### src/common/aobc_pkg.sv
// Operation
// - source 000 off, 001 dac (reset), 010 bypass, 011 dac and bypass mix
// - source 100 dac on pos pin, 101 swapped; 11x reserved
// - channel swap bit exchanges the two playback channels
// - pin mode 000 differential (reset), 001 dual single-ended, 010 pos, 011 neg
// - mode 100 pseudo-diff pos signal, 110 neg signal; 101 and 111 reserved
// - each output pin has its own two-bit drive field
// - reference select 00 2.75V (reset), 01 2.5V, 10 1.375V, 11 reserved
// - full-scale bit set enables high-swing mode
// - reference block powered down in sleep or software shutdown
// - quick-charge field picks 3.5, 10, 50 or 100 ms fast charge
// - bias value 00 makes bias equal to selected reference
// - bias value 01 gives half reference, only with reference 00 or 01
// - bias value 10 reserved; 11 gives analog supply
// - bias power bit turns bias on; off at reset
// - when a pin controls bias, follow it and ignore the power bit
package aobc_pkg;
  // ==========================================
  // register byte addresses
  localparam logic [11:0] ADDR_SLEEP_CFG = 12'h0008;
  localparam logic [11:0] ADDR_REF_CFG = 12'h0134;
  localparam logic [11:0] ADDR_ADC_CFG = 12'h0140;
  localparam logic [11:0] ADDR_OUT_CFG = 12'h0190;
  localparam logic [11:0] ADDR_OUT_DRIVE = 12'h0194;
  localparam logic [11:0] ADDR_SWAP_CFG = 12'h01DC;
  localparam logic [11:0] ADDR_BIAS_CFG = 12'h01E0;
  localparam logic [11:0] ADDR_CTRL = 12'h0200;
  localparam logic [11:0] ADDR_STATUS = 12'h0204;
  // ==========================================
  // reset values
  localparam logic [7:0] RST_SLEEP_CFG = 8'h00;
  localparam logic [7:0] RST_REF_CFG = 8'h00;
  localparam logic [7:0] RST_ADC_CFG = 8'h00;
  localparam logic [7:0] RST_OUT_CFG = 8'h20;
  localparam logic [7:0] RST_OUT_DRIVE = 8'h00;
  localparam logic [7:0] RST_SWAP_CFG = 8'h00;
  localparam logic [7:0] RST_BIAS_CFG = 8'h00;
  localparam logic [7:0] RST_CTRL = 8'h00;
  // ==========================================
  // field positions
  localparam int SRC_LSB = 5;
  localparam int MODE_LSB = 2;
  localparam int POS_DRV_LSB = 6;
  localparam int NEG_DRV_LSB = 4;
  localparam int REF_LSB = 0;
  localparam int BIAS_LSB = 2;
  localparam int SWING_BIT = 1;
  localparam int EXIT_REF_BIT = 3;
  localparam int QCHG_LSB = 4;
  localparam int SWAP_BIT = 0;
  localparam int BIAS_PWR_BIT = 5;
  localparam int CTRL_SLEEP_BIT = 0;
  localparam int CTRL_SHDN_BIT = 1;
  localparam int CTRL_PIN_BIAS_BIT = 2;
  // ==========================================
  // clock and quick-charge times
  localparam int CLK_HZ = 20_000_000;
  localparam int QCHG0_US = 3500;
  localparam int QCHG1_US = 10000;
  localparam int QCHG2_US = 50000;
  localparam int QCHG3_US = 100000;
  localparam int QCHG0_CYC = QCHG0_US * (CLK_HZ / 1_000_000);
  localparam int QCHG1_CYC = QCHG1_US * (CLK_HZ / 1_000_000);
  localparam int QCHG2_CYC = QCHG2_US * (CLK_HZ / 1_000_000);
  localparam int QCHG3_CYC = QCHG3_US * (CLK_HZ / 1_000_000);
  // ==========================================
  // decoded selections
  localparam logic [2:0] SRC_OFF = 3'h0;
  localparam logic [2:0] SRC_DAC = 3'h1;
  localparam logic [2:0] SRC_BYP = 3'h2;
  localparam logic [2:0] SRC_MIX = 3'h3;
  localparam logic [2:0] SRC_DAC_BYP = 3'h4;
  localparam logic [2:0] SRC_BYP_DAC = 3'h5;
  localparam logic [2:0] MODE_DIFF = 3'h0;
  localparam logic [2:0] MODE_DUAL = 3'h1;
  localparam logic [2:0] MODE_POS = 3'h2;
  localparam logic [2:0] MODE_NEG = 3'h3;
  localparam logic [2:0] MODE_PSD_POS = 3'h4;
  localparam logic [2:0] MODE_PSD_NEG = 3'h6;
  // pin route codes
  localparam logic [2:0] ROUTE_OFF = 3'h0;
  localparam logic [2:0] ROUTE_DAC = 3'h1;
  localparam logic [2:0] ROUTE_BYP = 3'h2;
  localparam logic [2:0] ROUTE_MIX = 3'h3;
  localparam logic [2:0] ROUTE_CM = 3'h4;
  // bias level codes
  localparam logic [1:0] BLVL_OFF = 2'h0;
  localparam logic [1:0] BLVL_REF = 2'h1;
  localparam logic [1:0] BLVL_HALF = 2'h2;
  localparam logic [1:0] BLVL_SUPPLY = 2'h3;
  // axi responses
  localparam logic [1:0] RESP_OKAY = 2'h0;
  localparam logic [1:0] RESP_SLVERR = 2'h2;
endpackage

### src/design/aobc_top.sv
`timescale 1ns/1ps
module aobc_top #(
  parameter int QCHG0_CYCLES = aobc_pkg::QCHG0_CYC,
  parameter int QCHG1_CYCLES = aobc_pkg::QCHG1_CYC,
  parameter int QCHG2_CYCLES = aobc_pkg::QCHG2_CYC,
  parameter int QCHG3_CYCLES = aobc_pkg::QCHG3_CYC
) (
  // clock and reset
  input wire logic core_clk_in,
  input wire logic rst_in,
  // axi4-lite write
  input wire logic [11:0] s_axi_awaddr,
  input wire logic s_axi_awvalid,
  output logic s_axi_awready,
  input wire logic [31:0] s_axi_wdata,
  input wire logic [3:0] s_axi_wstrb,
  input wire logic s_axi_wvalid,
  output logic s_axi_wready,
  output logic [1:0] s_axi_bresp,
  output logic s_axi_bvalid,
  input wire logic s_axi_bready,
  // axi4-lite read
  input wire logic [11:0] s_axi_araddr,
  input wire logic s_axi_arvalid,
  output logic s_axi_arready,
  output logic [31:0] s_axi_rdata,
  output logic [1:0] s_axi_rresp,
  output logic s_axi_rvalid,
  input wire logic s_axi_rready,
  // pin-based bias control
  input wire logic general_io_pin_in,
  // playback path selections
  output logic [2:0] pos_output_pin_route_out,
  output logic [2:0] neg_output_pin_route_out,
  output logic playback_channel_swap_out,
  output logic [1:0] pos_pin_drive_out,
  output logic [1:0] neg_pin_drive_out,
  // reference
  output logic [1:0] reference_level_out,
  output logic reference_power_out,
  output logic reference_fast_charge_out,
  output logic high_swing_enable_out,
  // microphone bias
  output logic [1:0] microphone_bias_level_out,
  output logic microphone_bias_power_out
);
  localparam int CNT_W = $clog2(QCHG3_CYCLES + 1);

  // ==========================================
  // registers
  logic [7:0] sleep_cfg, ref_cfg, adc_cfg, out_cfg, out_drive, swap_cfg, bias_cfg, ctrl;
  logic [7:0] next_sleep_cfg, next_ref_cfg, next_adc_cfg, next_out_cfg;
  logic [7:0] next_out_drive, next_swap_cfg, next_bias_cfg, next_ctrl;
  logic aw_held, w_held;
  logic next_aw_held, next_w_held;
  logic [11:0] aw_addr, next_aw_addr;
  logic [31:0] w_data, next_w_data;
  logic [3:0] w_strb, next_w_strb;
  logic next_awready, next_wready, next_bvalid, next_arready, next_rvalid;
  logic [1:0] next_bresp, next_rresp;
  logic [31:0] next_rdata;
  logic do_write, timer_busy, ref_pwr_q, next_ref_pwr, charge_start;
  logic [CNT_W-1:0] charge_load;

  function automatic logic addr_ok(input logic [11:0] a);
    addr_ok = a inside {aobc_pkg::ADDR_SLEEP_CFG, aobc_pkg::ADDR_REF_CFG, aobc_pkg::ADDR_ADC_CFG,
      aobc_pkg::ADDR_OUT_CFG, aobc_pkg::ADDR_OUT_DRIVE, aobc_pkg::ADDR_SWAP_CFG,
      aobc_pkg::ADDR_BIAS_CFG, aobc_pkg::ADDR_CTRL, aobc_pkg::ADDR_STATUS};
  endfunction

  // ==========================================
  // write channel: address and data taken in either order
  assign do_write = aw_held && w_held && !s_axi_bvalid;

  always_comb
  begin
    next_aw_held = aw_held;
    next_w_held = w_held;
    next_aw_addr = aw_addr;
    next_w_data = w_data;
    next_w_strb = w_strb;
    next_awready = s_axi_awready;
    next_wready = s_axi_wready;
    next_bvalid = s_axi_bvalid;
    next_bresp = s_axi_bresp;
    if (s_axi_awvalid && s_axi_awready)
    begin
      next_aw_held = 1'b1;
      next_aw_addr = s_axi_awaddr;
      next_awready = 1'b0;
    end
    if (s_axi_wvalid && s_axi_wready)
    begin
      next_w_held = 1'b1;
      next_w_data = s_axi_wdata;
      next_w_strb = s_axi_wstrb;
      next_wready = 1'b0;
    end
    if (do_write)
    begin
      next_aw_held = 1'b0;
      next_w_held = 1'b0;
      next_bvalid = 1'b1;
      next_bresp = (addr_ok(aw_addr) && aw_addr != aobc_pkg::ADDR_STATUS) ?
                   aobc_pkg::RESP_OKAY : aobc_pkg::RESP_SLVERR;
    end
    if (s_axi_bvalid && s_axi_bready)
    begin
      next_bvalid = 1'b0;
      next_awready = 1'b1;
      next_wready = 1'b1;
    end
  end

  // reserved codes are stored as written; decode below keeps them safe
  always_comb
  begin
    next_sleep_cfg = sleep_cfg;
    next_ref_cfg = ref_cfg;
    next_adc_cfg = adc_cfg;
    next_out_cfg = out_cfg;
    next_out_drive = out_drive;
    next_swap_cfg = swap_cfg;
    next_bias_cfg = bias_cfg;
    next_ctrl = ctrl;
    if (do_write && w_strb[0])
    begin
      case (aw_addr)
        aobc_pkg::ADDR_SLEEP_CFG: next_sleep_cfg = w_data[7:0];
        aobc_pkg::ADDR_REF_CFG: next_ref_cfg = w_data[7:0];
        aobc_pkg::ADDR_ADC_CFG: next_adc_cfg = w_data[7:0];
        aobc_pkg::ADDR_OUT_CFG: next_out_cfg = w_data[7:0];
        aobc_pkg::ADDR_OUT_DRIVE: next_out_drive = w_data[7:0];
        aobc_pkg::ADDR_SWAP_CFG: next_swap_cfg = w_data[7:0];
        aobc_pkg::ADDR_BIAS_CFG: next_bias_cfg = w_data[7:0];
        aobc_pkg::ADDR_CTRL: next_ctrl = w_data[7:0];
        default: next_ctrl = ctrl;
      endcase
    end
  end

  // ==========================================
  // read channel, answer one cycle after address
  always_comb
  begin
    next_arready = s_axi_arready;
    next_rvalid = s_axi_rvalid;
    next_rdata = s_axi_rdata;
    next_rresp = s_axi_rresp;
    if (s_axi_arvalid && s_axi_arready)
    begin
      next_arready = 1'b0;
      next_rvalid = 1'b1;
      next_rresp = addr_ok(s_axi_araddr) ? aobc_pkg::RESP_OKAY : aobc_pkg::RESP_SLVERR;
      case (s_axi_araddr)
        aobc_pkg::ADDR_SLEEP_CFG: next_rdata = {24'h00_0000, sleep_cfg};
        aobc_pkg::ADDR_REF_CFG: next_rdata = {24'h00_0000, ref_cfg};
        aobc_pkg::ADDR_ADC_CFG: next_rdata = {24'h00_0000, adc_cfg};
        aobc_pkg::ADDR_OUT_CFG: next_rdata = {24'h00_0000, out_cfg};
        aobc_pkg::ADDR_OUT_DRIVE: next_rdata = {24'h00_0000, out_drive};
        aobc_pkg::ADDR_SWAP_CFG: next_rdata = {24'h00_0000, swap_cfg};
        aobc_pkg::ADDR_BIAS_CFG: next_rdata = {24'h00_0000, bias_cfg};
        aobc_pkg::ADDR_CTRL: next_rdata = {24'h00_0000, ctrl};
        aobc_pkg::ADDR_STATUS: next_rdata = {29'h0000_0000, microphone_bias_power_out,
                                             reference_fast_charge_out, reference_power_out};
        default: next_rdata = 32'h0000_0000;
      endcase
    end
    else if (s_axi_rvalid && s_axi_rready)
    begin
      next_rvalid = 1'b0;
      next_arready = 1'b1;
    end
  end

  always_ff @(posedge core_clk_in or posedge rst_in)
  begin
    if (rst_in)
    begin
      sleep_cfg <= aobc_pkg::RST_SLEEP_CFG;
      ref_cfg <= aobc_pkg::RST_REF_CFG;
      adc_cfg <= aobc_pkg::RST_ADC_CFG;
      out_cfg <= aobc_pkg::RST_OUT_CFG;
      out_drive <= aobc_pkg::RST_OUT_DRIVE;
      swap_cfg <= aobc_pkg::RST_SWAP_CFG;
      bias_cfg <= aobc_pkg::RST_BIAS_CFG;
      ctrl <= aobc_pkg::RST_CTRL;
      aw_held <= 1'b0;
      w_held <= 1'b0;
      aw_addr <= 12'h000;
      w_data <= 32'h0000_0000;
      w_strb <= 4'h0;
      s_axi_awready <= 1'b1;
      s_axi_wready <= 1'b1;
      s_axi_bvalid <= 1'b0;
      s_axi_bresp <= aobc_pkg::RESP_OKAY;
      s_axi_arready <= 1'b1;
      s_axi_rvalid <= 1'b0;
      s_axi_rdata <= 32'h0000_0000;
      s_axi_rresp <= aobc_pkg::RESP_OKAY;
    end
    else
    begin
      sleep_cfg <= next_sleep_cfg;
      ref_cfg <= next_ref_cfg;
      adc_cfg <= next_adc_cfg;
      out_cfg <= next_out_cfg;
      out_drive <= next_out_drive;
      swap_cfg <= next_swap_cfg;
      bias_cfg <= next_bias_cfg;
      ctrl <= next_ctrl;
      aw_held <= next_aw_held;
      w_held <= next_w_held;
      aw_addr <= next_aw_addr;
      w_data <= next_w_data;
      w_strb <= next_w_strb;
      s_axi_awready <= next_awready;
      s_axi_wready <= next_wready;
      s_axi_bvalid <= next_bvalid;
      s_axi_bresp <= next_bresp;
      s_axi_arready <= next_arready;
      s_axi_rvalid <= next_rvalid;
      s_axi_rdata <= next_rdata;
      s_axi_rresp <= next_rresp;
    end
  end

  // ==========================================
  // decode of the selections
  logic [2:0] src, mode, pos_route, neg_route, next_pos_route, next_neg_route;
  logic [1:0] ref_sel, bias_sel, next_ref_level, next_bias_level;
  logic next_bias_pwr, powered_down;
  assign src = out_cfg[aobc_pkg::SRC_LSB +: 3];
  assign mode = out_cfg[aobc_pkg::MODE_LSB +: 3];
  assign ref_sel = ref_cfg[aobc_pkg::REF_LSB +: 2];
  assign bias_sel = ref_cfg[aobc_pkg::BIAS_LSB +: 2];
  assign powered_down = ctrl[aobc_pkg::CTRL_SLEEP_BIT] | ctrl[aobc_pkg::CTRL_SHDN_BIT];

  always_comb
  begin
    // source per pin before the pin mode is applied
    pos_route = aobc_pkg::ROUTE_OFF;
    neg_route = aobc_pkg::ROUTE_OFF;
    case (src)
      aobc_pkg::SRC_OFF: pos_route = aobc_pkg::ROUTE_OFF;
      aobc_pkg::SRC_DAC: {pos_route, neg_route} = {aobc_pkg::ROUTE_DAC, aobc_pkg::ROUTE_DAC};
      aobc_pkg::SRC_BYP: {pos_route, neg_route} = {aobc_pkg::ROUTE_BYP, aobc_pkg::ROUTE_BYP};
      aobc_pkg::SRC_MIX: {pos_route, neg_route} = {aobc_pkg::ROUTE_MIX, aobc_pkg::ROUTE_MIX};
      aobc_pkg::SRC_DAC_BYP: {pos_route, neg_route} = {aobc_pkg::ROUTE_DAC, aobc_pkg::ROUTE_BYP};
      aobc_pkg::SRC_BYP_DAC: {pos_route, neg_route} = {aobc_pkg::ROUTE_BYP, aobc_pkg::ROUTE_DAC};
      default: pos_route = aobc_pkg::ROUTE_OFF;
    endcase
    next_pos_route = pos_route;
    next_neg_route = neg_route;
    case (mode)
      aobc_pkg::MODE_DIFF, aobc_pkg::MODE_DUAL: next_pos_route = pos_route;
      aobc_pkg::MODE_POS: next_neg_route = aobc_pkg::ROUTE_OFF;
      aobc_pkg::MODE_NEG: next_pos_route = aobc_pkg::ROUTE_OFF;
      aobc_pkg::MODE_PSD_POS:
        next_neg_route = (pos_route == aobc_pkg::ROUTE_OFF) ? aobc_pkg::ROUTE_OFF : aobc_pkg::ROUTE_CM;
      aobc_pkg::MODE_PSD_NEG:
        next_pos_route = (neg_route == aobc_pkg::ROUTE_OFF) ? aobc_pkg::ROUTE_OFF : aobc_pkg::ROUTE_CM;
      default:
      begin
        next_pos_route = aobc_pkg::ROUTE_OFF;
        next_neg_route = aobc_pkg::ROUTE_OFF;
      end
    endcase
    // reserved reference code falls back to the lowest level
    next_ref_level = (ref_sel == 2'h3) ? 2'h2 : ref_sel;
    case (bias_sel)
      2'h0: next_bias_level = aobc_pkg::BLVL_REF;
      2'h1: next_bias_level = ref_sel[1] ? aobc_pkg::BLVL_OFF : aobc_pkg::BLVL_HALF;
      2'h3: next_bias_level = aobc_pkg::BLVL_SUPPLY;
      default: next_bias_level = aobc_pkg::BLVL_OFF;
    endcase
    if (bias_sel == 2'h0 && ref_sel == 2'h3)
      next_bias_level = aobc_pkg::BLVL_OFF;
    // pin override wins over the software bit
    next_bias_pwr = ctrl[aobc_pkg::CTRL_PIN_BIAS_BIT] ? general_io_pin_in
                    : bias_cfg[aobc_pkg::BIAS_PWR_BIT];
    // reference off in sleep or shutdown; needs the sleep-exit enable
    next_ref_pwr = !powered_down && sleep_cfg[aobc_pkg::EXIT_REF_BIT];
    charge_start = next_ref_pwr && !ref_pwr_q;
    case (sleep_cfg[aobc_pkg::QCHG_LSB +: 2])
      2'h0: charge_load = CNT_W'(QCHG0_CYCLES);
      2'h1: charge_load = CNT_W'(QCHG1_CYCLES);
      2'h2: charge_load = CNT_W'(QCHG2_CYCLES);
      default: charge_load = CNT_W'(QCHG3_CYCLES);
    endcase
  end

  aobc_charge_timer #(
    .CNT_W(CNT_W)
  ) u_charge (
    .core_clk_in(core_clk_in),
    .rst_in(rst_in),
    .start_in(charge_start),
    .abort_in(!next_ref_pwr),
    .load_in(charge_load),
    .busy_out(timer_busy)
  );

  always_ff @(posedge core_clk_in or posedge rst_in)
  begin
    if (rst_in)
    begin
      pos_output_pin_route_out <= aobc_pkg::ROUTE_OFF;
      neg_output_pin_route_out <= aobc_pkg::ROUTE_OFF;
      playback_channel_swap_out <= 1'b0;
      pos_pin_drive_out <= 2'h0;
      neg_pin_drive_out <= 2'h0;
      reference_level_out <= 2'h0;
      reference_power_out <= 1'b0;
      ref_pwr_q <= 1'b0;
      reference_fast_charge_out <= 1'b0;
      high_swing_enable_out <= 1'b0;
      microphone_bias_level_out <= aobc_pkg::BLVL_OFF;
      microphone_bias_power_out <= 1'b0;
    end
    else
    begin
      pos_output_pin_route_out <= next_pos_route;
      neg_output_pin_route_out <= next_neg_route;
      playback_channel_swap_out <= swap_cfg[aobc_pkg::SWAP_BIT];
      pos_pin_drive_out <= out_drive[aobc_pkg::POS_DRV_LSB +: 2];
      neg_pin_drive_out <= out_drive[aobc_pkg::NEG_DRV_LSB +: 2];
      reference_level_out <= next_ref_level;
      reference_power_out <= next_ref_pwr;
      ref_pwr_q <= next_ref_pwr;
      reference_fast_charge_out <= timer_busy && next_ref_pwr;
      high_swing_enable_out <= adc_cfg[aobc_pkg::SWING_BIT];
      microphone_bias_level_out <= next_bias_level;
      microphone_bias_power_out <= next_bias_pwr;
    end
  end
endmodule

### src/design/aobc_charge_timer.sv
`timescale 1ns/1ps
module aobc_charge_timer #(
  parameter int CNT_W = 21
) (
  // clock and reset
  input wire logic core_clk_in,
  input wire logic rst_in,
  // control
  input wire logic start_in,
  input wire logic abort_in,
  input wire logic [CNT_W-1:0] load_in,
  // status
  output logic busy_out
);
  logic [CNT_W-1:0] count;
  logic [CNT_W-1:0] next_count;
  logic next_busy;

  always_comb
  begin
    next_count = count;
    next_busy = busy_out;
    if (abort_in)
    begin
      next_count = '0;
      next_busy = 1'b0;
    end
    else if (start_in)
    begin
      next_count = load_in;
      next_busy = 1'b1;
    end
    else if (busy_out)
    begin
      if (count <= CNT_W'(1))
        next_busy = 1'b0;
      next_count = count - CNT_W'(1);
    end
  end

  always_ff @(posedge core_clk_in or posedge rst_in)
  begin
    if (rst_in)
    begin
      count <= '0;
      busy_out <= 1'b0;
    end
    else
    begin
      count <= next_count;
      busy_out <= next_busy;
    end
  end
endmodule

### config.mk
export PLATFORM = sky130hd
export DESIGN_NAME = aobc_top
export DESIGN_NICKNAME = d
export VERILOG_FILES = /design/src/common/aobc_pkg.sv /design/src/design/aobc_top.sv /design/src/design/aobc_charge_timer.sv
export SDC_FILE = /design/constraint.sdc
export NUM_CORES = 1
export LEC_CHECK = 0
export BUFFER_PORTS_ARGS = -buffer_cell sky130_fd_sc_hd__buf_2
export CORE_MARGIN = 2
export CORE_UTILIZATION = 35
export DETAILED_ROUTE_END_ITERATION = 10
export HOLD_SLACK_MARGIN = 0.02
export PLACE_DENSITY_LB_ADDON = 0.08
export SYNTH_ARGS = -nofsm -noshare
export SYNTH_HDL_FRONTEND = slang
export SYNTH_SLANG_ARGS = --single-unit
export TNS_END_PERCENT = 30
### constraint.sdc
create_clock -name core_clk_in -period 11.4 [get_ports core_clk_in]
set_clock_uncertainty 0.15 [all_clocks]
set_input_delay 2.28 -clock core_clk_in [delete_from_list [all_inputs] [get_ports core_clk_in]]
set_output_delay 2.28 -clock core_clk_in [all_outputs]
set_load 0.02 [all_outputs]
# [Yosys cells after proc, flatten, opt, wreduce, memory -nomap -nowiden]
# Cells that the tools add are included.
[totals] ff_bits=169 inputBits=68 out_inout_bits=60 wordCells=151
[op_classes] add_sub_neg=1 n_lt_le_gt_ge=1 eq_ne=35 muxes=36 n_bitwise=1 n_reduce_logical=43
[ops] op="equality test 12 x 9 -> 1 bit (second input constant)" count=12
[ops] op="one-hot mux 8 bit (9 select lines)" count=1
[ops] op="2-to-1 mux 21 bit" count=3
[ops] op="one-hot mux 21 bit (3 select lines)" count=1
[ops] op="equality test 12 x 10 -> 1 bit (second input constant)" count=4
[ops] op="equality test 12 x 4 -> 1 bit (second input constant)" count=2
[ops] op="less-or-equal comparator 21 x 1 -> 1 bit (second input constant)" count=1
[ops] op="subtractor 21 x 1 -> 21 bit (second input constant)" count=1
[ops] op="2-to-1 mux 1 bit" count=19
[ops] op="one-hot mux 2 bit (3 select lines)" count=3
[ops] op="nonzero test 9 bit" count=2
[ops] op="AND reduction 2 bit" count=8
[ops] op="logical AND 1 bit" count=13
[ops] op="equality test 3 x 2 -> 1 bit (second input constant)" count=4
[ops] op="equality test 3 bit (second input constant)" count=4
[ops] op="!= test 12 x 10 -> 1 bit (second input constant)" count=1
[ops] op="one-hot mux 3 bit (2 select lines)" count=2
[ops] op="nonzero test 2 bit" count=6
[ops] op="2-to-1 mux 2 bit" count=5
[ops] op="logical NOT 3 bit" count=3
[ops] op="OR reduction 2 bit" count=4
[ops] op="OR reduction 4 bit" count=2
[ops] op="equality test 2 bit (second input constant)" count=3
[ops] op="equality test 3 x 1 -> 1 bit (second input constant)" count=2
[ops] op="other kinds (6)" count=11

# [Longest topological paths before layout]
# Gate-level depths: netlist of the first run.
[logic_depth] depth_word=6 ltp_mapped=7 ltp_nobuf=7

# [Cells and area by module]
# A second synthesis of the first run with hierarchy kept.
[unflattened] cells_unflattened=617 area_unflattened_um2=7215.7
[by_module_without_submodules] module="aobc_top" n_inst=1 cells_per_inst=451 area_each_um2=5719.2 seq_area_each_um2=3032.9
[by_module_without_submodules] module="aobc_charge_timer" n_inst=1 cells_per_inst=166 area_each_um2=1496.4 seq_area_each_um2=550.5

# [Worst setup path before layout of the first run]
# OpenSTA, ideal clock, no wires.
[synth_path] kind="input-to-reg" from="input port s_axi_araddr[7]" to="register s_axi_rdata[4]" setup_time_ns=0.087 arrival_ns=3.673 required_ns=11.163 path_slack_ns=7.490 path_stages=7 path_buffers=2 cell_sequence="clkbuf_1 -> nor4_1 -> and4_1 -> clkbuf_1 -> a21boi_0 -> and3_1 -> a22oi_1"
[synth_via] elab_chain_len=2 word_cells_on_any_way=10 classes_between="eq/ne: 9; mux: 1"
[synth_lines] item="start, declared" line_no="aobc_top.sv:23" source="input wire logic [11:0] s_axi_araddr,"
[synth_lines] item="equality test 12 x 10 -> 1 bit (tied with other cells)" line_no="aobc_top.sv:155" source="case (s_axi_araddr)"
[synth_lines] item="one-hot mux 8 bit (9 select lines) *" line_no="aobc_top.sv:155"
[synth_lines] item="end signal, assigned" line_no="aobc_top.sv:223" source="s_axi_rdata <= next_rdata;"
[synth_lines] item="end, declared" line_no="aobc_top.sv:26" source="output logic [31:0] s_axi_rdata,"
# Mark *: on every way between the ends. The rest lies on a longest branch, timed or not.
# A chain may end at the register's enable or synchronous reset.

# [Worst setup path after layout of the first run]
[layout_path] from="input port s_axi_araddr[2]" to="register s_axi_rdata[4]"
# Same word-level chain as after synthesis.

==> results of run 1 <==
==> placed cells by master (no fill, tap or decap), types with 4 or more instances in the layout <==
cell type and instances:
a22o_1 5, a21oi_1 21, inv_1 17, nand2_1 40
nor4_1 5, a31oi_1 8, nor2b_1 9, ha_1 4
nor3b_1 6, clkbuf_16 17, mux2i_1 5, a221oi_1 4
and2_1 4, xnor2_1 5, nand2b_1 4, and3_1 7
nand4_1 6, a211oi_1 6, mux2_2 86, nor3_1 15
nand3b_1 4, dfstp_2 4, nor2_1 33, a32oi_1 6
nor4b_1 4, inv_6 4, xor2_1 5, and4_1 4
o21ai_0 36, dfrtp_1 139, conb_1 26, nand3_1 14
buf_2 74, a22oi_1 13
==> area by class of cell <==
cell class              instances  share of cell area, %
clock inverters                12                   1.94
well taps                     270                   4.12
flip-flops and latches        143                   43.7
multi-input cells             443                   39.2
repair buffers                 76                   4.70
clock buffers                  20                   5.45
inverters                      19                  0.931
==> worst max path at each step <==
stage | from | end | slack [ns] | cells past startpoint
6_report | s_axi_araddr[2] | s_axi_rdata[4] | 7.07 | 6
5_1_grt | s_axi_araddr[2] | s_axi_rdata[4] | 6.84 | 6
4_1_cts | s_axi_araddr[2] | s_axi_rdata[4] | 7.09 | 6
3_5_place_dp | s_axi_araddr[2] | s_axi_rdata[4] | 6.60 | 6
3_3_place_gp | s_axi_araddr[2] | s_axi_rdata[4] | 6.61 | 6
2_1_floorplan | rst_in | adc_cfg[0] | 5.14 | 1
==> synthesized netlist by cell type (4+ instances only) <==
cell      instances  area [µm²]
a211oi_1          6        45.0
mux2i_1           5        50.1
a22oi_1          13        97.6
nor3_1           15        75.1
nor3b_1           6        45.0
a32oi_1           6        52.6
nand3_1          14        70.1
xnor2_1           5        43.8
a221oi_1          4        35.0
nand4_1           6        37.5
nor4_1            5        31.3
dfstp_2           4         105
nand2b_1          4        25.0
dfrtp_1         139        3480
nand2_1          40         150
clkbuf_1         20        75.1
buf_2             5        25.0
xor2_1            5        43.8
nor2_1           33         124
buf_4            27         203
nand3b_1          4        30.0
ha_1              4        50.1
nor2b_1           9        56.3
a22o_1            5        43.8
nor4b_1           4        35.0
mux2_2           86         968
a31oi_1           8        50.1
and3_1            7        43.8
inv_1            18        67.6
and2_1            4        25.0
and4_1            4        35.0
o21ai_0          36         180
a21oi_1          21         105
==> stage by stage <==
| stage | hold slack [ns] | total power, mW | util [%] | setup WS [ns] |
|---|---|---|---|---|
| 2_1_floorplan | 0.213 | 0.764 | - | 5.14 |
| 4_1_cts | 0.251 | 1.42 | 40.9 | 7.09 |
| 5_1_grt | 0.272 | 1.47 | 40.9 | 6.84 |
| 3_3_place_gp | 0.228 | 0.829 | 37.9 | 6.61 |
| 6_report | 0.245 | 1.40 | 40.9 | 7.07 |
| 3_5_place_dp | 0.236 | 0.838 | 37.9 | 6.60 |
==> flip-flops by register name, summed over array words and instances (netlist names), 2 cells and up <==
| register | flops |
|---|---|
| adc_cfg | 8 |
| aw_addr | 12 |
| bias_cfg | 8 |
| ctrl | 8 |
| microphone_bias_level_out | 2 |
| neg_output_pin_route_out | 3 |
| neg_pin_drive_out | 2 |
| out_cfg | 8 |
| out_drive | 8 |
| pos_output_pin_route_out | 3 |
| pos_pin_drive_out | 2 |
| ref_cfg | 8 |
| reference_level_out | 2 |
| s_axi_rdata | 8 |
| sleep_cfg | 8 |
| swap_cfg | 8 |
| u_charge.count | 21 |
| w_data | 8 |
==> logic make-up (layout without fill, tap and decap cells) <==
| family | after synthesis | count (layout) | synth area share (%) |
|---|---|---|---|
| and+or+nand+nor | 183 | 183 | 15.5 |
| DFF | 143 | 143 | 50.7 |
| AOI/OAI and AO/OA | 128 | 128 | 12.0 |
| muxes | 91 | 91 | 14.4 |
| buffers and inverters | 71 | 127 | 5.29 |
| xor gates and xnor gates | 10 | 10 | 1.24 |
| adders and majority gates | 5 | 5 | 0.849 |
| other | 1 | 26 | 0.0530 |
==> routing by layer <==
layer / global-route usage (%) / part of all wire [%]
met1: 25.3 / 47
met2: 27.9 / 47
met3: 3.22 / 4.3
met4: 5.39 / 1.4
met5: 0 / 0
==> power groups by stage <==
| stage | clock network (mW) | registers (mW) | logic [mW] |
|---|---|---|---|
| detailed placement | 0 | 0.666 | 0.172 |
| global placement | 0 | 0.662 | 0.166 |
| CTS | 0.587 | 0.656 | 0.172 |
| finish | 0.572 | 0.656 | 0.170 |
| global route | 0.611 | 0.667 | 0.190 |
| floorplan | 0 | 0.629 | 0.135 |
==> key figures, run 1 <==
Clock tree
  • Max Root-Sink Buffers: 2
  • PostCTS Resize Cnt: 0
  • Hold buffer count at CTS: 0
  • Root buffer cell: clkbuf_16
  • CTS tree: done
  • H-tree lvl count: 4
  • # Post-CTS Setup Buffers: 0
  • Worst skew pair latency: 0.42 ns
  • CTS sink cnt: 143
  • CTS buffer count: 17
  • Clock slew at reported path FFs: 0.06 ns

Routing
  • DR pass1 iterations: 5
  • Vias/cell: 5.30
  • Vias: roughly 5200
  • DRC: 0
  • Post-detailed-route wirelength per cell: 18.6 µm
  • Detailed Route Iter0 Violations: 324
  • Antenna Nets Post-Route: 0
  • Final wirelength: between 15000 and 20000 µm

Place
  • Placement Cell Area: ~7600 µm²
  • RD Place Congestion: about 0.88
  • Final HPWL DP: 12900 µm
  • IO buf count: 74
  • Dpl cells: 951

Power
  • Internal: 988 µW
  • Clock power share: ~40%
  • VDD IR-drop max: 0.0987 mV
  • Power density cells: 171 nW/µm²
  • Sequential fraction of design power: 46.9%
  • P_leak: around 3.8 nW
  • Comb power frac: ~12%
  • Psw: roughly 410 µW
  • Sw Share: 29.3%

Timing
  • Final worst-path cycle share: a little under two fifths
  • Tmin final: 4.33 ns
  • Final hold vios: 0
  • Relative slew margins: 30.7%
  • Worst-Margin Slew: 1.04 ns
  • Setup TNS Final: 0 ns
  • Max frequency: around 0.23 GHz
  • Final setup fails: 0
  • Count of final max-slew check failures: 0
  • RSZ-0062 raised after global routing: no

Logic synthesis
  • Synth async-reset ratio: 100%
  • Ys flop type: dfrtp_1
  • Number of enable flip-flop cells after synthesis: 0
  • Synthesized instance count: 632
  • Flops & latches, synth: roughly 140
  • Total number of yosys warnings: 0
  • Post-synthesis sequential area ratio: 50.7%
  • Syn_area_per_cell: 11.2 µm²
  • Netlist cell types: 68
  • Synthesized area: a little over 7000 µm²

Setup path
  • Worst endpoint required time: ~12 ns
  • Cell breakdown of the critical path: buf_2 > nor4_2 > nand2_1 > nor4_2 > a22oi_1 > a22oi_1
  • Crit Path Class: in2reg
  • Crit path max-delay family: simple AND/OR/NAND/NOR gates
  • Element type at the critical path end: register
  • Crit path buffers/inverters: 1
  • Crit start category: primary input
  • Worst r2r src: aw_addr[9]
  • Max stage delay cell, worst path: nor4_2
  • Worst reg2reg path depth: 5
  • Reg2reg end: out_cfg[1]
  • Critical path arrival: 4.52 ns
  • Crit-path max cell delay: 0.71 ns
  • Max FO, Critical Path: 12
  • Reg2Reg Setup Slack: 8.80 ns

Worst hold path
  • Hold Path Origin: out_drive[7]
  • Hold Path Class: reg2reg
  • Hold Crit Endpoint: pos_pin_drive_out[1]
  • Hold depth: 0

Floorplanning
  • Die ar.: 21400 µm²
  • Die Height: 146 µm
  • Initial Util: a little over a third
  • Boundary Pins: about 130
  • CORE AREA: 20000 µm²
  • Die X-Extent: 146 µm
  • Site row count: 52

Cells and area
  • FF+latch area: 3580 µm²
  • Number of fill cells: 1996
  • Area grow syn2layout: 15.9%
  • Design Area, Final: 8200 µm²
  • Fraction of layout cells with a size suffix above 1: 29.7%
  • Final nets: 772
  • Multi-input gate area: 3210 µm²
  • Fin cells: 983
  • Number of diodes: 0

Global routing
  • Largest net degree at the start of global routing: 83
  • Antenna violations before repair: 0
  • Total global-route track usage: ~18%
  • Vias in the first global route: 5202
  • First-pass GRT wire length: ~30000 µm
  • Final global-route overflow total: 0

Run
  • Max-Cap Viols: 0

Status
  • Status: complete, no violations
(Power assumes the default switching activity.)
==> run 2, diff against run 1 <==
- clock period: 11.4 -> 3.7 ns (I/O delays scaled with it)
==> run 2 against run 1 <==
Compared with the run above:
- clock power grew to 3.2 times the previous value
- worst setup slack lost 6.0 ns
- sequential share of layout area shrank 0.57 points
- core utilization grew 0.54 points
- cell count grew 0.71%
- flip-flop and latch count is the same
- total power grew to 3.1 times the previous value
- sequential power grew to 3.1 times the previous value
- global-route usage shrank 0.30 points
- critical path depth shrank 1
- largest cell class unchanged
==> key figures, run 2 (synthesis results as in run 1) <==
Status
  • Status: complete, no violations

Cells and area
  • Design Area, Final: 8310 µm² (+1.3%)
  • Top flop regs: u_charge.count (21), aw_addr (12)
  • Area grow syn2layout: 17.4%
  • Leading cell type in the layout, fill and taps excluded: dfrtp_1
  • Number of diodes: 0 (unchanged)
  • Top reg by flops: u_charge.count
  • Fin cells: 990 (+0.71%)
  • Final core occ: 41.5% (+0.54 points)
  • Most frequent cells in the layout: dfrtp_1 (139), mux2_2 (86), buf_2 (74)
  • Final nets: 779 (+0.91%)
  • Max reg flops: 21 (unchanged)
  • Fraction of layout cells with a size suffix above 1: 30.6% (+0.82 points)

Global routing
  • Largest net degree at the start of global routing: 39 (-53%)
  • Antenna violations before repair: 0 (unchanged)
  • Final global-route overflow total: 0 (unchanged)
  • Total global-route track usage: 17.5% (-0.30 points)
  • First-pass GRT wire length: 29200 µm (-1.9%)
  • Vias in the first global route: 5184 (-0.35%)

Timing
  • Count of final max-slew check failures: 0 (unchanged)
  • RSZ-0062 raised after global routing: no
  • Relative slew margins: 39.3% (+8.5 points)
  • Final setup fails: 0 (unchanged)
  • Worst-Margin Slew: 0.909 ns (-0.130 ns)
  • Setup TNS Final: 0 ns (unchanged)
  • Max frequency: 0.386 GHz
  • Final worst-path cycle share: roughly 70%
  • Final hold vios: 0 (unchanged)
  • Tmin final: 2.59 ns

Clock tree
  • CTS sink cnt: 143 (unchanged)
  • CTS tree: done
  • Max Root-Sink Buffers: 2 (unchanged)
  • PostCTS Resize Cnt: 0 (unchanged)
  • Worst skew pair latency: 0.42 ns (about the same)
  • Hold buffer count at CTS: 0 (unchanged)
  • H-tree lvl count: 4 (unchanged)
  • # Post-CTS Setup Buffers: 0 (unchanged)
  • CTS buffer count: 17 (unchanged)
  • Root buffer cell: clkbuf_16
  • Clock slew at reported path FFs: 0.06 ns (about the same)

Floorplanning
  • Site row count: 52 (unchanged)
  • Boundary Pins: 128 (unchanged)
  • Die Height: 146 µm (unchanged)
  • CORE AREA: 20000 µm² (unchanged)
  • Die ar.: 21400 µm² (unchanged)
  • Die X-Extent: 146 µm (unchanged)
  • Initial Util: 35.3% (unchanged)

Worst hold path
  • Hold Path Class: in2async

Setup path
  • Critical path arrival: 2.75 ns (-1.77 ns)
  • Element type at the critical path end: register
  • Crit Path Class: reg2reg
  • Crit start category: register
  • Max FO, Critical Path: 8 (-4)
  • Worst endpoint required time: 3.86 ns (-7.73 ns)
  • Reg2Reg Setup Slack: 1.11 ns (-7.69 ns)

Routing
  • Antenna Nets Post-Route: 0 (unchanged)
  • Post-detailed-route wirelength per cell: 18.4 µm (-1.0%)
  • Routed wl met2: 8520 µm (-1.0%)
  • DR pass1 iterations: 6 (+1)
  • Detailed Route Iter0 Violations: 399 (+23%)
  • Met3 WL: 784 µm (+0.51%)
  • Vias: 5176 (-0.58%)
  • Highest Signal Layer: met4
  • Final wirelength: 18300 µm (-0.34%)
  • Vias/cell: 5.23 (-1.3%)
  • DRC: 0 (unchanged)
  • DRT met1 WL: 8670 µm (about the same)

Run
  • Max-Cap Viols: 0 (unchanged)

Place
  • Dpl cells: 958 (+0.74%)
  • Placement Cell Area: 7670 µm² (+1.0%)
  • RD Place Congestion: 0.889 (+1.3%)
  • IO buf count: 74 (unchanged)
  • Final HPWL DP: 13200 µm (+2.4%)

Power
  • Total Power: 4.40 mW (+210%)
  • Power density cells: 530 nW/µm² (+210%)
  • P_leak: 3.83 nW (+1.6%)
  • VDD IR-drop max: 0.285 mV (+190%)
run 2: changes by cell type in the layout (fill, tap and decap cells not counted), sizes merged:
cell    delta
inv        -2
buf        +7
clkinv     +1
bufinv     +1
run 2: final cells by class:
cell class / instances / area, µm²
fill: 1968 / 11700
sequential: 143 / 3580
multi-input combinational: 443 / 3210
timing repair buffer: 83 / 463
clock buffer: 20 / 457
tap: 270 / 338
clock inverter: 12 / 181
inverter: 19 / 75.1
run 2: per-layer routing:
metal  vias to the layer above  GRT usage, %
li1                       2431             -
met1                      2584          24.2
met2                       138          27.6
met3                        23          4.03
met4                         0          5.34
met5                         -             0
run 2: worst max-delay path, cell delays in order, from the launching register on:
cell	delay, ns
dfrtp_1	0.47
nor4b_2	0.45
nand2_1	0.28
nor4_2	0.33
and2b_1	0.41
mux2_2	0.38
run 2: power by group:
group	leakage [nW]	internal (mW)	total [mW]	switching (mW)
Clock	0.311	1.17	1.85	0.682
Sequential	1.92	1.73	2.02	0.293
Combinational	1.60	0.239	0.532	0.292
run 2: through the flow:
stage / setup slack [ns] / hold WS [ns]
5_1_grt: 0.995 / 0.270
3_5_place_dp: 0.766 / 0.238
3_3_place_gp: 0.763 / 0.228
2_1_floorplan: 1.02 / 0.213
4_1_cts: 1.09 / 0.240
6_report: 1.11 / 0.237
run 2: path summary, 6_finish.rpt:
check                      cells after the start    startpoint                   end
max                                            5    aw_addr[9]            out_cfg[3]
min                                            2        rst_in          s_axi_rvalid
max reg2reg                                    5    aw_addr[9]            out_cfg[3]
min reg2reg                                    0  out_drive[7]  pos_pin_drive_out[1]
max in group asynchronous                      3        rst_in          s_axi_wready
min in group core_clk_in                       0  out_drive[7]  pos_pin_drive_out[1]
==> run 3, diff against run 2 <==
- clock period: 3.7 -> 2.6 ns (I/O delays scaled with it)
==> run 3 against run 2 <==
Compared with the run above:
- combinational power up 52%
- critical endpoint is now u_charge.count[18]
- maximum frequency up 6.8%
- clock-buffer cell count down 2
- sequential power up 42%
- worst hold slack worse by 0.15 ns
==> key figures, run 3 (synthesis results as in run 1) <==
Global routing
  • Grt met1 use: 24.3% (+0.13 points)
  • First-pass GRT wire length: 29900 µm (+2.6%)
  • Total global-route track usage: 18.0% (+0.44 points)
  • Vias in the first global route: 5439 (+4.9%)
  • M3 GR Usage: 3.56% (-0.47 points)
  • Largest net degree at the start of global routing: 92 (+140%)
  • Antenna violations before repair: 0 (unchanged)
  • Final global-route overflow total: 0 (unchanged)
  • Most used routing layer: met2
  • Met2 Use GR: 29.2% (+1.6 points)

Cells and area
  • Most frequent cells in the layout: dfrtp_1 (139), mux2_2 (86), buf_2 (74)
  • Final nets: 811 (+4.1%)
  • Number of diodes: 0 (unchanged)
  • Fraction of layout cells with a size suffix above 1: 33.6% (+3.1 points)
  • Top flop regs: u_charge.count (21), aw_addr (12)
  • Number of fill cells: 1959 (-0.46%)
  • Top reg by flops: u_charge.count
  • Max reg flops: 21 (unchanged)
  • Final core occ: 42.6% (+1.1 points)
  • Leading cell type in the layout, fill and taps excluded: dfrtp_1
  • Area grow syn2layout: 20.5%
  • Multi-input gate area: 3210 µm² (unchanged)
  • FF+latch area: 3580 µm² (unchanged)
  • Design Area, Final: 8530 µm² (+2.6%)

Power
  • Total Power: 6.20 mW (+41%)
  • P_leak: 3.96 nW (+3.4%)
  • VDD IR-drop max: 0.421 mV (+48%)
  • Power density cells: 727 nW/µm² (+37%)

Floorplanning
  • Boundary Pins: 128 (unchanged)
  • CORE AREA: 20000 µm² (unchanged)
  • Site row count: 52 (unchanged)
  • Die ar.: 21400 µm² (unchanged)
  • Die Height: 146 µm (unchanged)
  • Initial Util: 35.3% (unchanged)
  • Die X-Extent: 146 µm (unchanged)

Setup path
  • Crit Path Class: reg2reg
  • Critical path arrival: 2.59 ns (-0.16 ns)
  • Crit start category: register
  • Reg2Reg Setup Slack: 0.17 ns (-0.93 ns)
  • Element type at the critical path end: register
  • Worst endpoint required time: 2.76 ns (-1.10 ns)
  • Max FO, Critical Path: 6 (-2)

Routing
  • DR pass1 iterations: 4 (-2)
  • Final wirelength: 18500 µm (+1.4%)
  • Post-detailed-route wirelength per cell: 18.1 µm (-1.8%)
  • DRC: 0 (unchanged)
  • Vias/cell: 5.23 (about the same)
  • Vias: 5342 (+3.2%)
  • Antenna Nets Post-Route: 0 (unchanged)
  • Detailed Route Iter0 Violations: 360 (-9.8%)

Clock tree
  • Hold buffer count at CTS: 0 (unchanged)
  • CTS sink cnt: 143 (unchanged)
  • Clock slew at reported path FFs: 0.06 ns (about the same)
  • # Post-CTS Setup Buffers: 0 (unchanged)
  • CTS buffer count: 17 (unchanged)
  • Max Root-Sink Buffers: 2 (unchanged)
  • Worst skew pair latency: 0.43 ns (about the same)
  • CTS tree: done
  • Root buffer cell: clkbuf_16
  • H-tree lvl count: 4 (unchanged)
  • PostCTS Resize Cnt: 0 (unchanged)

Timing
  • Max frequency: 0.412 GHz (+6.8%)
  • Tmin final: 2.43 ns (-0.165 ns)
  • Setup TNS Final: 0 ns (unchanged)
  • Final setup fails: 0 (unchanged)
  • Final worst-path cycle share: 93.4% (+23 points)
  • Count of final max-slew check failures: 0 (unchanged)
  • Relative slew margins: 51.6% (+12 points)
  • Worst-Margin Slew: 0.708 ns (-0.201 ns)
  • Final hold vios: 0 (unchanged)
  • RSZ-0062 raised after global routing: no

Place
  • RD Place Congestion: 0.884 (-0.53%)
  • Placement Cell Area: 7920 µm² (+3.3%)
  • Final HPWL DP: 13400 µm (+1.2%)
  • IO buf count: 74 (unchanged)

Status
  • Status: complete, no violations

Worst hold path
  • Hold Path Class: in2async

Run
  • Max-Cap Viols: 0 (unchanged)
## run 3: changes by cell type in the layout (fill, tap and decap cells not counted), sizes merged
cell / delta
buf: +32
bufinv: -1
clkbuf: -2
clkinvlp: +4
inv: -1
## run 3: worst max-delay path: stages, from the launching register on
cell and delay, ns:
dfrtp_1 0.43, inv_1 0.08, ha_1 0.20, or4b_4 0.52, nor4_4 0.37, buf_4 0.21, a31oi_1 0.07, o21ai_0 0.21
nand2_1 0.08
## run 3: worst paths after layout
check / startpoint / end / cells after the start
setup / recovery: u_charge.count[0] / u_charge.count[18] / 8
min in group core_clk_in: s_axi_arvalid / s_axi_arready / 2
hold / removal: rst_in / u_charge.count[19] / 3
hold reg to reg: adc_cfg[1] / high_swing_enable_out / 0
max in group asynchronous: rst_in / aw_addr[11] / 3
setup reg to reg: u_charge.count[0] / u_charge.count[18] / 8
## run 3: per-layer routing
metal | wire (µm) | share of wire, %
met1 | 8550 | 46
met3 | 899 | 4.9
met4 | 340 | 1.8
met2 | 8720 | 47
met5 | 0 | 0
## run 3: power breakdown
group          leakage, nW  switching, mW  internal, mW  total (mW)
Clock                0.284          0.987          1.53        2.52
Combinational         1.75          0.436         0.374       0.810
Sequential            1.92          0.411          2.46        2.87
## run 3: area by class of cell
class                           instances  share of cell area [%]
Multi-Input combinational cell        443                    37.7
Timing Repair Buffer                  115                    8.39
Sequential cell                       143                    42.0
Inverter                               19                   0.880
Clock buffer                           18                    5.15
Tap cell                              270                    3.96
Clock inverter                         14                    1.94
## run 3: through the flow
step                hold slack [ns]  worst slack (ns)  std cells
floorplan                     0.213             0.142        657
global placement              0.231           -0.0788        990
detailed placement            0.223           -0.0926        990
CTS                          0.0820             0.175       1022
global route                 0.0938            0.0351       1022
finish                       0.0902             0.172       1022
